===== src/rtl/cruise_pkg.sv =====
// constants and carrier types for the cruise control block
package cruise_pkg;
  localparam int SPEED_W = 8;
  localparam logic [7:0] SPEED_MIN_KMH = 8'h28;
  localparam logic [7:0] SPEED_MAX_KMH = 8'h90;
  localparam logic [7:0] SPEED_DROP_KMH = 8'h0d;
  localparam int CLK_HZ = 20000000;
  localparam int RAMP_MS = 100;
  localparam int RAMP_CYC = CLK_HZ / 1000 * RAMP_MS;
  localparam int SLOW_BLINK_MS = 500;
  localparam int SLOW_BLINK_CYC = CLK_HZ / 1000 * SLOW_BLINK_MS;
  localparam int FAST_BLINK_MS = 125;
  localparam int FAST_BLINK_CYC = CLK_HZ / 1000 * FAST_BLINK_MS;
  localparam logic [7:0] THROTTLE_IDLE = 8'h00;
  localparam logic [7:0] THROTTLE_STEP = 8'h01;
  localparam logic [7:0] THROTTLE_MAX = 8'hff;
  localparam int SYNC_STAGES = 3;
  localparam logic [31:0] OFF_CTRL = 32'h0000_0000;
  localparam logic [31:0] OFF_STATUS = 32'h0000_0004;
  localparam logic [31:0] OFF_SET_SPEED = 32'h0000_0008;
  localparam logic [31:0] OFF_THROTTLE = 32'h0000_000c;
  localparam int CTRL_MANUAL_BIT = 0;
  localparam int CTRL_ENABLE_BIT = 1;
  localparam logic [1:0] CTRL_RESET = 2'h2;

  typedef enum logic [2:0] {
    ST_OFF, ST_STANDBY, ST_ENGAGED, ST_ACCEL, ST_COAST, ST_CANCELLED
  } cruise_state_t;

  typedef struct packed {
    logic main_sw;
    logic set_btn;
    logic resume_btn;
    logic cancel_btn;
    logic brake_sw;
    logic stop_lamp_sw;
    logic clutch_sw;
    logic neutral_sw;
    logic park_sw;
    logic reverse_sw;
    logic traction_control;
    logic coolant_hot;
    logic diag_fault;
  } pins_t;

  typedef struct packed {
    logic [SPEED_W-1:0] vehicle_speed;
    logic [SPEED_W-1:0] powertrain_rev;
  } net_msg_t;
endpackage : cruise_pkg


===== src/rtl/cruise_control.sv =====
// cruise control state machine with apb status and control registers
// How it works
// - set latches speed within window, engages
// - main lamp follows switch, engaged lamp holding
// - held resume raises set speed to max
// - held set button lowers set speed
// - cancel, pedal, gear, traction drop holding
// - more than two buttons while holding clears set speed
// - speed 13 below set cancels holding
// - hot coolant cancels, main lamp blinks slowly
// - diagnosis fault cancels, engaged lamp blinks fast
// - any malfunction stops throttle command
// - main switch off erases set speed
// - resume after cancel returns to set speed
// - resume gated by pedals, selector, speed window
// - speed held by throttle angle command only
// - brake from two switches, clutch switch
module cruise_control
  import cruise_pkg::*;
#(
  parameter int RAMP_CYCLES = RAMP_CYC,
  parameter int SLOW_CYCLES = SLOW_BLINK_CYC,
  parameter int FAST_CYCLES = FAST_BLINK_CYC
) (
  input wire logic mclk, // system clock 20 MHz
  input wire logic rst_n, // synchronous reset, active low
  input wire pins_t pins, // raw driver and vehicle pins
  input wire net_msg_t net_msg, // network speed and revolution
  input wire logic net_valid, // one-cycle strobe for net_msg
  input wire logic psel, // apb select
  input wire logic penable, // apb enable
  input wire logic pwrite, // apb direction
  input wire logic [31:0] paddr, // apb byte address
  input wire logic [31:0] pwdata, // apb write data
  output logic [31:0] prdata, // apb read data
  output logic pready, // apb ready
  output logic pslverr, // apb error for unmapped address
  output logic main_lamp, // main-on indicator
  output logic engaged_lamp, // engaged indicator
  output logic [7:0] throttle_cmd, // throttle angle command
  output logic throttle_active // throttle under cruise command
);
  localparam int NPINS = $bits(pins_t);
  pins_t sp;
  cruise_state_t state_reg;
  cruise_state_t state_next;
  logic [SPEED_W-1:0] speed_reg;
  logic [SPEED_W-1:0] powertrain_reg;
  logic [SPEED_W-1:0] set_speed_reg;
  logic set_valid_reg;
  logic [1:0] ctrl_reg;
  logic [31:0] ramp_cnt_reg;
  logic ramp_tick;
  logic [31:0] slow_cnt_reg;
  logic [31:0] fast_cnt_reg;
  logic slow_ph_reg;
  logic fast_ph_reg;
  logic set_d_reg;
  logic resume_d_reg;
  logic set_rise;
  logic resume_rise;
  logic brake;
  logic manual;
  logic gear_cancel;
  logic multi_press;
  logic speed_drop;
  logic fault;
  logic cancel_cond;
  logic in_window;
  logic resume_ok;
  logic holding;
  logic [1:0] press_cnt;

  pin_sync #(.WIDTH(NPINS)) u_sync (
    .mclk(mclk),
    .rst_n(rst_n),
    .pin_in(pins),
    .pin_out(sp)
  );

  // network words captured on their strobe; same clock, no sync
  always_ff @(posedge mclk) begin
    if (!rst_n) begin
      speed_reg <= '0;
      powertrain_reg <= '0;
    end else if (net_valid) begin
      speed_reg <= net_msg.vehicle_speed;
      powertrain_reg <= net_msg.powertrain_rev;
    end
  end

  always_ff @(posedge mclk) begin
    if (!rst_n) begin
      set_d_reg <= 1'b0;
      resume_d_reg <= 1'b0;
    end else begin
      set_d_reg <= sp.set_btn;
      resume_d_reg <= sp.resume_btn;
    end
  end
  assign set_rise = sp.set_btn && !set_d_reg;
  assign resume_rise = sp.resume_btn && !resume_d_reg;

  assign manual = ctrl_reg[CTRL_MANUAL_BIT];
  assign brake = sp.brake_sw || sp.stop_lamp_sw;
  // only the neutral switch is shared by both gearbox kinds
  assign gear_cancel = manual ? (sp.neutral_sw || sp.clutch_sw)
                              : (sp.neutral_sw || sp.park_sw
                                 || sp.reverse_sw);
  assign press_cnt = 2'(sp.set_btn) + 2'(sp.resume_btn)
                     + 2'(sp.cancel_btn);
  // three buttons only: more than two means all pressed
  assign multi_press = press_cnt > 2'h2;
  // nine bits, so a high speed cannot wrap the sum into a false drop
  assign speed_drop = {1'b0, speed_reg} + SPEED_DROP_KMH
                      <= set_speed_reg;
  assign fault = sp.diag_fault || sp.coolant_hot;
  assign cancel_cond = sp.cancel_btn || brake || gear_cancel
                       || sp.traction_control || speed_drop
                       || fault || multi_press;
  assign in_window = speed_reg >= SPEED_MIN_KMH
                     && speed_reg <= SPEED_MAX_KMH;
  assign resume_ok = set_valid_reg && !brake
                     && !(manual && sp.clutch_sw)
                     && !(!manual && (sp.park_sw || sp.neutral_sw))
                     && speed_reg > SPEED_MIN_KMH
                     && speed_reg < SPEED_MAX_KMH
                     && !fault;
  assign holding = state_reg == ST_ENGAGED || state_reg == ST_ACCEL
                   || state_reg == ST_COAST;

  always_comb begin
    state_next = state_reg;
    case (state_reg)
      ST_OFF: begin
        if (sp.main_sw && ctrl_reg[CTRL_ENABLE_BIT]) begin
          state_next = ST_STANDBY;
        end
      end
      ST_STANDBY, ST_CANCELLED: begin
        if (set_rise && in_window && !fault && !cancel_cond) begin
          state_next = ST_ENGAGED;
        end else if (resume_rise && resume_ok) begin
          state_next = ST_ENGAGED;
        end
      end
      ST_ENGAGED: begin
        if (cancel_cond) begin
          state_next = ST_CANCELLED;
        end else if (sp.resume_btn && !resume_d_reg) begin
          state_next = ST_ACCEL;
        end else if (sp.set_btn && !set_d_reg) begin
          state_next = ST_COAST;
        end
      end
      ST_ACCEL: begin
        if (cancel_cond) begin
          state_next = ST_CANCELLED;
        end else if (!sp.resume_btn) begin
          state_next = ST_ENGAGED;
        end
      end
      ST_COAST: begin
        if (cancel_cond) begin
          state_next = ST_CANCELLED;
        end else if (!sp.set_btn) begin
          state_next = ST_ENGAGED;
        end
      end
      default: state_next = ST_OFF;
    endcase
    if (!sp.main_sw || !ctrl_reg[CTRL_ENABLE_BIT]) begin
      state_next = ST_OFF;
    end
  end

  always_ff @(posedge mclk) begin
    if (!rst_n) begin
      state_reg <= ST_OFF;
    end else begin
      state_reg <= state_next;
    end
  end

  always_ff @(posedge mclk) begin
    if (!rst_n) begin
      ramp_cnt_reg <= '0;
    end else if (state_reg == ST_ACCEL || state_reg == ST_COAST) begin
      if (ramp_tick) begin
        ramp_cnt_reg <= '0;
      end else begin
        ramp_cnt_reg <= ramp_cnt_reg + 32'h1;
      end
    end else begin
      ramp_cnt_reg <= '0;
    end
  end
  assign ramp_tick = ramp_cnt_reg == 32'(RAMP_CYCLES - 1);

  // set speed memory; main-off, and multi-press while holding, erase it
  always_ff @(posedge mclk) begin
    if (!rst_n) begin
      set_speed_reg <= '0;
      set_valid_reg <= 1'b0;
    end else if (state_next == ST_OFF) begin
      set_speed_reg <= '0;
      set_valid_reg <= 1'b0;
    end else if (holding && multi_press) begin
      set_speed_reg <= '0;
      set_valid_reg <= 1'b0;
    end else if ((state_reg == ST_STANDBY || state_reg == ST_CANCELLED)
                 && state_next == ST_ENGAGED && set_rise) begin
      set_speed_reg <= speed_reg;
      set_valid_reg <= 1'b1;
    end else if (state_reg == ST_ACCEL && ramp_tick
                 && set_speed_reg < SPEED_MAX_KMH) begin
      set_speed_reg <= set_speed_reg + 8'h1;
    end else if (state_reg == ST_COAST && ramp_tick
                 && set_speed_reg > SPEED_MIN_KMH) begin
      set_speed_reg <= set_speed_reg - 8'h1;
    end
  end

  // stepwise angle trim; servo loop lives downstream
  always_ff @(posedge mclk) begin
    if (!rst_n) begin
      throttle_cmd <= THROTTLE_IDLE;
      throttle_active <= 1'b0;
    end else if (!holding || fault || state_next == ST_OFF
                 || state_next == ST_CANCELLED) begin
      throttle_cmd <= THROTTLE_IDLE;
      throttle_active <= 1'b0;
    end else if (net_valid) begin
      throttle_active <= 1'b1;
      if (speed_reg < set_speed_reg && throttle_cmd < THROTTLE_MAX) begin
        throttle_cmd <= throttle_cmd + THROTTLE_STEP;
      end else if (speed_reg > set_speed_reg
                   && throttle_cmd > THROTTLE_IDLE) begin
        throttle_cmd <= throttle_cmd - THROTTLE_STEP;
      end
    end
  end

  always_ff @(posedge mclk) begin
    if (!rst_n) begin
      slow_cnt_reg <= '0;
      slow_ph_reg <= 1'b0;
      fast_cnt_reg <= '0;
      fast_ph_reg <= 1'b0;
    end else begin
      if (slow_cnt_reg == 32'(SLOW_CYCLES - 1)) begin
        slow_cnt_reg <= '0;
        slow_ph_reg <= !slow_ph_reg;
      end else begin
        slow_cnt_reg <= slow_cnt_reg + 32'h1;
      end
      if (fast_cnt_reg == 32'(FAST_CYCLES - 1)) begin
        fast_cnt_reg <= '0;
        fast_ph_reg <= !fast_ph_reg;
      end else begin
        fast_cnt_reg <= fast_cnt_reg + 32'h1;
      end
    end
  end

  always_ff @(posedge mclk) begin
    if (!rst_n) begin
      main_lamp <= 1'b0;
      engaged_lamp <= 1'b0;
    end else begin
      if (state_next == ST_OFF) begin
        main_lamp <= 1'b0;
      end else if (sp.coolant_hot) begin
        main_lamp <= slow_ph_reg;
      end else begin
        main_lamp <= 1'b1;
      end
      if (state_next != ST_OFF && sp.diag_fault) begin
        engaged_lamp <= fast_ph_reg;
      end else begin
        engaged_lamp <= state_next == ST_ENGAGED
                        || state_next == ST_ACCEL
                        || state_next == ST_COAST;
      end
    end
  end

  // apb slave: zero wait states, unmapped reads zero with error
  logic apb_access;
  logic mapped;
  assign apb_access = psel && penable;
  assign mapped = paddr == OFF_CTRL || paddr == OFF_STATUS
                  || paddr == OFF_SET_SPEED || paddr == OFF_THROTTLE;

  always_ff @(posedge mclk) begin
    if (!rst_n) begin
      ctrl_reg <= CTRL_RESET;
    end else if (apb_access && pwrite && paddr == OFF_CTRL) begin
      ctrl_reg <= pwdata[1:0];
    end
  end

  always_ff @(posedge mclk) begin
    if (!rst_n) begin
      pready <= 1'b0;
      pslverr <= 1'b0;
      prdata <= '0;
    end else begin
      pready <= psel && !penable;
      pslverr <= psel && !penable && !mapped;
      prdata <= '0;
      if (psel && !penable && !pwrite) begin
        case (paddr)
          OFF_CTRL: prdata <= {30'h0, ctrl_reg};
          OFF_STATUS: prdata <= {16'h0, powertrain_reg, 1'b0,
                                 sp.coolant_hot, sp.diag_fault,
                                 set_valid_reg, 1'b0, state_reg};
          OFF_SET_SPEED: prdata <= {16'h0, speed_reg, set_speed_reg};
          OFF_THROTTLE: prdata <= {23'h0, throttle_active, throttle_cmd};
          default: prdata <= '0;
        endcase
      end
    end
  end
endmodule : cruise_control


===== src/rtl/pin_sync.sv =====
// three-stage synchroniser with agreement filter for driver pins
module pin_sync #(
  parameter int WIDTH = 13
) (
  input wire logic mclk, // system clock
  input wire logic rst_n, // synchronous reset, active low
  input wire logic [WIDTH-1:0] pin_in, // raw asynchronous pins
  output logic [WIDTH-1:0] pin_out // filtered level
);
  for (genvar i = 0; i < WIDTH; i++) begin : g_bit
    logic s1_reg;
    logic s2_reg;
    logic s3_reg;
    logic q_reg;
    always_ff @(posedge mclk) begin
      if (!rst_n) begin
        s1_reg <= 1'b0;
        s2_reg <= 1'b0;
        s3_reg <= 1'b0;
        q_reg <= 1'b0;
      end else begin
        s1_reg <= pin_in[i];
        s2_reg <= s1_reg;
        s3_reg <= s2_reg;
        // a change counts only once stages two and three agree
        if (s2_reg == s3_reg) begin
          q_reg <= s3_reg;
        end
      end
    end
    assign pin_out[i] = q_reg;
  end
endmodule : pin_sync


===== config.mk =====
export PLATFORM = sky130hd
export DESIGN_NAME = cruise_control
export DESIGN_NICKNAME = d
export VERILOG_FILES = /design/src/rtl/cruise_pkg.sv /design/src/rtl/cruise_control.sv /design/src/rtl/pin_sync.sv
export SDC_FILE = /design/constraint.sdc
export NUM_CORES = 1
export LEC_CHECK = 0
export ABC_AREA = 1
export ABC_CLOCK_PERIOD_IN_PS = 7500
export BUFFER_PORTS_ARGS = -buffer_cell sky130_fd_sc_hd__buf_2
export CAP_MARGIN = 10
export CORE_MARGIN = 2
export CORE_UTILIZATION = 60
export CTS_BUF_LIST = sky130_fd_sc_hd__clkbuf_8
export DETAILED_ROUTE_END_ITERATION = 10
export PLACE_DENSITY = 0.85
export SYNTH_ARGS = -nofsm -noshare
export SYNTH_HDL_FRONTEND = slang
export SYNTH_SLANG_ARGS = --single-unit

===== constraint.sdc =====
create_clock -name mclk -period 7.5 [get_ports mclk]
set_clock_uncertainty 0.2 [all_clocks]
set_input_delay 1.125 -clock mclk [delete_from_list [all_inputs] [get_ports mclk]]
set_output_delay 1.125 -clock mclk [all_outputs]
set_load 0.01 [all_outputs]

# [After elaboration in Yosys (flattened, before gate mapping)]
# Index checks and enable logic that the tools add are counted.
[word_totals] regBits=227 inputBits=99 output_inout_bits=45 word_cells=232
[op_classes] n_addsub=10 n_lt_le_gt_ge=12 n_eq_ne=28 muxes=21 bitwise=2 reduce_logical=87
[ops] op="$add A32 B1 Y32 const B" count=3
[ops] op="$eq A32 B4 Y1 const B" count=2
[ops] op="$pmux W16 S4" count=1
[ops] op="$mux W8" count=5
[ops] op="$mux W3" count=11
[ops] op="$eq A32 B21 Y1 const B" count=1
[ops] op="$eq A32 B22 Y1 const B" count=1
[ops] op="$eq A32 B24 Y1 const B" count=1
[ops] op="$eq A32 B3 Y1 const B" count=1
[ops] op="$logic_and A1 B1 Y1" count=32
[ops] op="$logic_not A32 Y1" count=1
[ops] op="$logic_or A1 B1 Y1" count=24
[ops] op="$lt A8 B8 Y1 const B" count=3
[ops] op="$add A8 B1 Y8 const B" count=2
[ops] op="$gt A8 B6 Y1 const B" count=2
[ops] op="$logic_not A1 Y1" count=16
[ops] op="$sub A8 B1 Y8 const B" count=2
[ops] op="$pmux W3 S5" count=1
[ops] op="$eq A1 B1 Y1" count=13
[ops] op="$eq A3 B2 Y1 const B" count=4
[ops] op="$eq A3 B3 Y1 const B" count=4
[ops] op="$reduce_or A2 Y1" count=5
[ops] op="$add A8 B4 Y9 const B" count=1
[ops] op="$le A9 B8 Y1" count=1
[ops] op="other kinds (16)" count=23

# [Longest topological paths before layout]
# Gate-level depths: netlist of the first run.
[depth] ltp_word=17 mapped_depth=23

# [By module]
# A second synthesis of the first run with hierarchy kept.
[unflattened] hier_cells=1448 hier_area_um2=10608.9
[by_module_without_submodules] mod="cruise_control" n_inst=1 cells_each=1260 area_per_inst_um2=8859.7 seq_area_each_um2=3183.1
[by_module_without_submodules] mod="pin_sync" n_inst=1 cells_each=188 area_per_inst_um2=1749.2 seq_area_each_um2=1041.0

# [Worst setup path after synthesis of the first run]
# OpenSTA, ideal clock, no wires.
[synth_path] kind="register to register" start="register set_speed_reg[1]" end="register throttle_cmd[7]" arrival_time_ns=3.164 required_time_ns=7.235 path_slack_ns=4.071 stages_incl_launch_ff=22 path_cell_list="dfxtp_1 -> inv_1 -> ha_1 -> inv_1 -> nor2_1 -> nor2_1 -> o21a_1 -> o21ai_0 -> o21bai_1 -> ha_1 -> a21oi_1 -> nand2_1 -> a21o_1 -> a21oi_1 -> nor2_1 -> o21ai_0 -> nand2_1 -> a21oi_1 -> o21ai_0 -> nand2_1 -> nand2_1 -> nor2_2"
[synth_via] elab_chain_len=13 elab_cells_between_ends=24 classes_between="order compare (3); eq/ne (1); mux (7); reduce/logical (13)"
[synth_lines] item="from (decl)" line_no="cruise_control.sv:49" rtl="logic [SPEED_W-1:0] set_speed_reg;"
[synth_lines] item="from (signal assigned)" line_no="cruise_control.sv:213" rtl="set_speed_reg <= speed_reg;"
[synth_lines] item="from (signal assigned)" line_no="cruise_control.sv:217" rtl="set_speed_reg <= set_speed_reg + 8'h1;"
[synth_lines] item="from (signal assigned)" line_no="cruise_control.sv:220" rtl="set_speed_reg <= set_speed_reg - 8'h1;"
[synth_lines] item="$le A9 B8 Y1" line_no="cruise_control.sv:116" rtl="<= set_speed_reg;"
[synth_lines] item="$logic_or A1 B1 Y1" line_no="cruise_control.sv:119" rtl="|| sp.traction_control || speed_drop"
[synth_lines] item="$logic_or A1 B1 Y1 (2 in series)" line_no="cruise_control.sv:120" rtl="|| fault || multi_press;"
[synth_lines] item="$logic_not A1 Y1" line_no="cruise_control.sv:141" rtl="if (set_rise && in_window && !fault && !cancel_cond) begin"
[synth_lines] item="$logic_and A1 B1 Y1" line_no="cruise_control.sv:141"
[synth_lines] item="$mux W3" line_no="cruise_control.sv:141"
[synth_lines] item="$pmux W3 S5" line_no="cruise_control.sv:134" rtl="case (state_reg)"
[synth_lines] item="$mux W3" line_no="cruise_control.sv:172" rtl="if (!sp.main_sw || !ctrl_reg[CTRL_ENABLE_BIT]) begin"
[synth_lines] item="$logic_not A3 Y1" line_no="cruise_control.sv:229" rtl="end else if (!holding || fault || state_next == ST_OFF"
[synth_lines] item="$logic_or A1 B1 Y1" line_no="cruise_control.sv:229"
[synth_lines] item="$logic_or A1 B1 Y1" line_no="cruise_control.sv:230" rtl="|| state_next == ST_CANCELLED) begin"
[synth_lines] item="$reduce_or A2 Y1 (no source line)"
[synth_lines] item="to (signal assigned)" line_no="cruise_control.sv:236" rtl="throttle_cmd <= throttle_cmd + THROTTLE_STEP;"
[synth_lines] item="to (signal assigned)" line_no="cruise_control.sv:239" rtl="throttle_cmd <= throttle_cmd - THROTTLE_STEP;"
[synth_lines] item="to (decl)" line_no="cruise_control.sv:40" rtl="output logic [7:0] throttle_cmd,"
# Several ways; a longest one is shown, not always the timed one.
# A chain may end at the register's enable or synchronous reset.

# [Worst setup path after layout of the first run]
# Same ends and word-level chain as after synthesis.

==> results_dict.tcl, run 1 <==
set metrics [dict create \
    synth_flop_cell "dfxtp_1" \
    dp.cells 1753 \
    cts.htree.levels 2 \
    slowest_stage "o21bai_1" \
    boundaryPins 144 \
    fin_crit_ns 4.12 \
    crit_path_frequent_cell "nand2_1" \
    grt_antenna_before_repair 0 \
    vias 9661 \
    wl_per_cell_um 13.1 \
    tightest_slew_ns 1.05 \
    gp_congestion 0.921 \
    dr.first_iter.drc_count 627 \
    ys_seq_area_share_pct 40.1 \
    synth-seq-cells 211 \
    ir_drop_mv 0.175 \
    syn_inst 1456 \
    finalSetupViolCount 0 \
    drtPass1Iterations 5 \
    grt_usage_pct 25.6 \
    root_buffer "clkbuf_8" \
    hold_buffers 0 \
    n_fill_cell 1422 \
    antenna-diode-count 0 \
    grt_pass1_wl_um 39300 \
    setup.worst_path.start_class "flip-flop" \
    path_clk_slew_ns 0.06 \
    crit_buf_inv 2 \
    max_freq_mhz 243 \
    path_cells "inv_1 -> ha_1 -> inv_1 -> nor2_1 -> nor2_1 -> o21a_1 -> o21ai_0 -> o21bai_1 -> ha_1 -> a21oi_1 -> nand2_1 -> a21o_1 -> a21oi_1 -> nor2_1 -> o21ai_0 -> nand2_1 -> a21oi_1 -> o21ai_0 -> nand2_1 -> nand2_1 -> nor2_2" \
    rows 48 \
    dp_hpwl_um 17300 \
    cp_max_fo 11 \
    fp.dieH_um 136 \
    clock_path_buffers 3 \
    die_w_um 136 \
    area_growth_pct 12.8 \
    slowest_delay_ns 0.46 \
    synthArstFlopShare_pct 0 \
    leakage_uw 0.00529 \
    maxSlewViolCount 0 \
    register_area_um2 4220 \
    initial_core_util_pct 61.1 \
    post_dp_cell_area_um2 11100 \
    yosysUniqueCellTypes 57 \
    totalWireLength_um 23800 \
    fin_total_pwr_uw 2350 \
    worstSkewPairLatency_ns 0.54 \
    p_per_area_nw_per_um2 198 \
    stdcell_count 1816 \
    period_share_pct 54.9 \
    multiInputGateArea_um2 5240 \
    cts_setup_buffers 0 \
    setup_tns_ns 0 \
    hold_viol_final 0 \
    cp.required_ns 7.77 \
    post_synth_instance_area_um2 10500 \
    core_um2 17200 \
    synth_edf_count 0 \
    post_cts_resized 0 \
    route.detailed.drc 0 \
    hold_class "reg -> reg" \
    avgSynthCellArea_um2 7.23 \
    layout_commonest_cell "nand2_1" \
    critPathCaptureType "flip-flop" \
    numCtsBuffers 36 \
    mostFrequentLayoutCells "nand2_1 (267), inv_1 (238), dfxtp_1 (211)" \
    grt_pass1_vias 8992 \
    slew_headroom_pct 29.6 \
    yosysWarnings 0 \
    finalNetCount 1701 \
    final_antenna_net_count 0 \
    grt_overflow 0 \
    status "complete, no violations" \
    vias_per_cell 5.32 \
    grt_max_degree 45 \
    critPathTopFamily "compound AO/OA/AOI/OAI gates" \
    tritoncts "done" \
    layout-drive-gt1-share_pct 13.7 \
    design_area_um2 11900 \
    io_buffers 97 \
    cap_viol_max_count 0 \
    rsz0062_at_grt "false" \
    critPathArrivalTime_ns 4.39 \
    fp.dieArea_um2 18600 \
    clkSinkCount 211 \
    worstSetupPathType "reg -> reg" \
]
[stage by stage]
| step | util [%] | setup WS [ns] | hold WS (ns) |
|---|---|---|---|
| finish | 68.9 | 3.38 | 0.209 |
| floorplan | - | 4.07 | 0.190 |
| detailed placement | 64.6 | 3.51 | 0.198 |
| global placement | 64.6 | 3.63 | 0.195 |
| global route | 68.9 | 3.11 | 0.237 |
| CTS | 68.9 | 3.46 | 0.209 |
[synth_stat cells, types with 3 or more instances]
master	count	area [um^2]
o21ai_0	60	300
nand2_1	267	1000
clkbuf_1	17	63.8
dfxtp_1	211	4220
o21a_1	8	60.1
nor4_1	38	238
nor2_2	22	138
o211ai_1	7	52.6
nor3_1	46	230
clkinv_1	3	11.3
inv_2	5	18.8
nand3_1	56	280
buf_4	17	128
nor3_2	5	50.1
nand4_1	47	294
or2_2	9	56.3
xor2_1	27	236
xnor2_1	13	114
a31oi_1	3	18.8
inv_1	230	863
o21bai_1	4	30.0
o221ai_1	3	26.3
ha_1	33	413
nor3b_1	15	113
nor2_1	164	616
fa_1	3	60.1
a21oi_1	91	455
nand2_2	7	43.8
a21o_1	4	30.0
buf_1	4	15.0
a21oi_2	3	26.3
[layer usage]
layer,up-vias,share of wire (%),track usage (%)
li1,4920,-,-
met2,270,48,44.7
met1,4416,44,31.2
met5,-,0,0
met3,55,5.9,5.26
met4,0,2.3,8.68
[cell type report]
| class | instances | share of cell area (%) |
|---|---|---|
| multi-input cells | 981 | 44.1 |
| flip-flops and latches | 211 | 35.6 |
| inverters | 238 | 7.52 |
| clock buffers | 46 | 5.33 |
| repair buffers | 98 | 4.15 |
| well taps | 225 | 2.37 |
| clock inverters | 17 | 0.948 |
[cell families (layout without fill, tap and decap cells)]
family	count (synthesis)	count (layout)	synth area share [%]
AOI/OAI and AO/OA	197	197	10.7
xor gates and xnor gates	40	40	3.33
and+or+nand+nor	692	692	30.6
DFF	211	211	40.1
buffers and inverters	279	399	10.7
adders and majority gates	36	36	4.49
other	1	16	0.0356
[worst paths after layout]
kind,from,to,slack [ns],cells past startpoint
worst max-delay path,set_speed_reg[1]$_SDFFE_PP0P_,throttle_cmd[7]$_SDFFE_PP0P_,3.38,21
worst min register to register,u_sync.g_bit[1].s1_reg$_SDFF_PN0_,u_sync.g_bit[1].s2_reg$_SDFF_PN0_,0.21,2
worst max register to register,set_speed_reg[1]$_SDFFE_PP0P_,throttle_cmd[7]$_SDFFE_PP0P_,3.38,21
worst min-delay path,u_sync.g_bit[1].s1_reg$_SDFF_PN0_,u_sync.g_bit[1].s2_reg$_SDFF_PN0_,0.21,2
[where the power goes]
part           internal [uW]  total, uW  switching [uW]
combinational           50.1        132            82.0
clock                    590       1060             471
sequential              1140       1150            14.0
total                   1780       2350             567
[worst reg2reg max path: stages, from the launching register on]
cell	delay, ns
dfxtp_1	0.45
inv_1	0.13
ha_1	0.28
inv_1	0.05
nor2_1	0.09
nor2_1	0.04
o21a_1	0.16
o21ai_0	0.31
o21bai_1	0.46
ha_1	0.43
a21oi_1	0.16
nand2_1	0.10
a21o_1	0.18
a21oi_1	0.17
nor2_1	0.07
o21ai_0	0.14
nand2_1	0.10
a21oi_1	0.16
o21ai_0	0.11
nand2_1	0.09
nand2_1	0.06
nor2_2	0.10
(Power assumes the default switching activity.)
==> run 2: changes to the inputs <==
--- a/config.mk
+++ b/config.mk
@@ -5,15 +5,15 @@
 export SDC_FILE = /design/constraint.sdc
 export NUM_CORES = 1
 export LEC_CHECK = 0
-export ABC_AREA = 1
-export ABC_CLOCK_PERIOD_IN_PS = 7500
+export ABC_AREA = 0
+export ABC_CLOCK_PERIOD_IN_PS = 4050
 export BUFFER_PORTS_ARGS = -buffer_cell sky130_fd_sc_hd__buf_2
 export CAP_MARGIN = 10
 export CORE_MARGIN = 2
-export CORE_UTILIZATION = 60
+export CORE_UTILIZATION = 59
 export CTS_BUF_LIST = sky130_fd_sc_hd__clkbuf_8
 export DETAILED_ROUTE_END_ITERATION = 10
-export PLACE_DENSITY = 0.85
+export PLACE_DENSITY = 0.84
 export SYNTH_ARGS = -nofsm -noshare
 export SYNTH_HDL_FRONTEND = slang
 export SYNTH_SLANG_ARGS = --single-unit
==> constraint.sdc (replaced) <==
create_clock -name mclk -period 4.05 [get_ports mclk]
set_clock_uncertainty 0.2 [all_clocks]
set_input_delay 0.6075 -clock mclk [delete_from_list [all_inputs] [get_ports mclk]]
set_output_delay 0.6075 -clock mclk [all_outputs]
set_load 0.01 [all_outputs]
==> run 2 against run 1 <==
Global-route usage down 2.0 points. Via count down 17%. Largest power group unchanged. Final cell count is 20% lower. Sequential share of layout area grew 2.4 points. Highest routed layer unchanged. Synthesized cell count decreased by 25%. Critical endpoint unchanged.
==> results_dict.tcl, run 2 <==
set metrics [dict create \
    status "complete, no violations" \
    critPathTopFamily "compound AO/OA/AOI/OAI gates" \
    fin_hold_ws_ns 0.0597 \
    drtPass1Iterations 5 \
    clock_path_buffers 3 \
    clkSinkCount 211 \
    rows 47 \
    yosysUniqueCellTypes 75 \
    final_antenna_net_count 0 \
    grt_overflow 0 \
    root_buffer "clkbuf_8" \
    synth_flop_cell "dfxtp_1" \
    netlist.area_leader.share_pct 42.9 \
    grt_pass1_vias 7786 \
    fp.dieArea_um2 17700 \
    grt_max_degree 59 \
    grt_usage_pct 23.6 \
    syn_inst 1093 \
    initial_core_util_pct 59.8 \
    slowest_stage "dfxtp_1" \
    hold_viol_final 0 \
    tritoncts "done" \
    critPathArrivalTime_ns 3.99 \
    mostFrequentLayoutCells "dfxtp_1 (211), nor2_1 (165), buf_2 (97)" \
    vias 7988 \
    cp_max_fo 7 \
    ys_seq_area_share_pct 42.9 \
    tightest_slew_ns 0.903 \
    antenna-diode-count 0 \
    hold_buffers 0 \
    dp_hpwl_um 14900 \
    worstSetupPathType "reg -> reg" \
    crit_buf_inv 2 \
    cts_setup_buffers 0 \
    post_synth_instance_area_um2 9850 \
    synth.area.top_cells "dfxtp_1 (43%), nor2_1 (6.3%), xor2_1 (5.4%)" \
    final_util_pct 67.6 \
    core_um2 16500 \
    yosysWarnings 0 \
    finalWorstSetupSlack_ns 0.327 \
    path_cells "inv_1 -> ha_1 -> nor2b_1 -> o211ai_1 -> a21oi_1 -> nor4_2 -> inv_1 -> ha_1 -> a21oi_1 -> nor2b_1 -> o31a_1 -> o41ai_1 -> xnor2_1 -> or3_1 -> a21oi_1" \
    p_per_area_nw_per_um2 376 \
    io_buffers 97 \
    dpl_worst_slack_ns 0.352 \
    grt_antenna_before_repair 0 \
    area_growth_pct 13.0 \
    synth-seq-cells 211 \
    max_freq_mhz 269 \
    synthMostInstantiatedCell "dfxtp_1" \
    leakage_uw 0.00435 \
    route.detailed.drc 0 \
    gp_congestion 0.949 \
    avgSynthCellArea_um2 9.01 \
    setup.worst_path.start_class "flip-flop" \
    finalNetCount 1339 \
    worstSkewPairLatency_ns 0.54 \
    setup_tns_ns 0 \
    numCtsBuffers 35 \
    crit_path_frequent_cell "a21oi_1" \
    netlist_top_cells_count "dfxtp_1 (211), nor2_1 (165), nand2_1 (67), xor2_1 (61), and2_1 (49)" \
    die_w_um 133 \
    post_cts_resized 0 \
    totalWireLength_um 21000 \
    synth_edf_count 0 \
    dr.first_iter.drc_count 509 \
    wl_per_cell_um 14.5 \
    fp.dieH_um 133 \
    cp.required_ns 4.32 \
    synth.largest_area_cell "dfxtp_1" \
    layout_commonest_cell "dfxtp_1" \
    critPathCaptureType "flip-flop" \
    post_dp_cell_area_um2 10500 \
    rsz0062_at_grt "false" \
    cts.htree.levels 2 \
    design_area_um2 11100 \
    fin_crit_ns 3.72 \
    period_share_pct 91.9 \
    cap_viol_max_count 0 \
    layout-drive-gt1-share_pct 15.4 \
    maxSlewViolCount 0 \
    synthArstFlopShare_pct 0 \
    grt_pass1_wl_um 34700 \
    slew_headroom_pct 39.7 \
    ir_drop_mv 0.359 \
    vias_per_cell 5.53 \
    finalSetupViolCount 0 \
    hold_class "in -> reg" \
    boundaryPins 144 \
    path_clk_slew_ns 0.06 \
    slowest_delay_ns 0.44 \
]
## run 2: cell types whose count changed after synthesis, sizes merged, moves of 16 or more
cell   delta
mux2i    +29
nand2   -207
xnor2    +31
o21ai    -31
xor2     +34
a21oi    -60
and2     +49
nor4     -16
inv     -206
nor3     -35
nor2b    +29
nand4    -19
nor2     -22
## run 2: worst register-to-register path: cells and delay by family, from the launching register on
| kind | cells | cell delay (ns) |
|---|---|---|
| simple gates | 4 | 0.78 |
| compound gates | 6 | 1.16 |
| buf+inv | 2 | 0.33 |
| fa+ha+maj | 2 | 0.62 |
| flops | 1 | 0.44 |
| xor+xnor | 1 | 0.13 |
## run 2: report_power, final
part	leakage (uW)	internal [uW]	switching, uW
clock network	0.000376	971	826
registers	0.00171	2110	22.9
logic	0.00226	120	141
total	0.00435	3200	989
## run 2: worst paths after layout
kind,end,cells past startpoint,startpoint,slack [ns]
min reg2reg,u_sync.g_bit[4].s2_reg$_SDFF_PN0_,1,u_sync.g_bit[4].s1_reg$_SDFF_PN0_,0.23
max,throttle_cmd[7]$_SDFFE_PP0P_,15,set_speed_reg[1]$_SDFFE_PP0P_,0.33
min,pready$_SDFF_PN0_,2,penable,0.06
max reg2reg,throttle_cmd[7]$_SDFFE_PP0P_,15,set_speed_reg[1]$_SDFFE_PP0P_,0.33
## run 2: final cells by class
type | count | area (um^2)
Inverter | 30 | 113
Multi-Input combinational cell | 817 | 5280
Clock inverter | 17 | 115
Timing Repair Buffer | 109 | 576
Sequential cell | 211 | 4220
Clock buffer | 40 | 551
Fill cell | 1301 | 5330
Tap cell | 220 | 275
## run 2: routing by layer
metal  track usage (%)  vias to the layer above  share of wire, %
met5                 0                        -                 0
met4              9.04                        0               2.1
met3              3.92                       35               5.7
met2              40.9                      228                48
met1              29.6                     3763                44
li1                  -                     3962                 -
## run 2: kinds of logic (layout without fill, tap and decap cells)
group,Yosys count,in the layout,synth area share [%]
simple gates,495,495,26.0
flops,211,211,42.9
compound gates,131,131,9.13
xor+xnor,105,105,9.34
buf+inv,80,196,4.08
fa+ha+maj,36,36,4.80
mux,34,34,3.75
other cells,1,16,0.0381
## run 2: through the flow
step	instances	total power [uW]
after detailed placement	1387	2430
after global routing	1444	4340
after CTS	1444	4230
after floorplan	1108	2360
final	1444	4190
after global placement	1387	2420
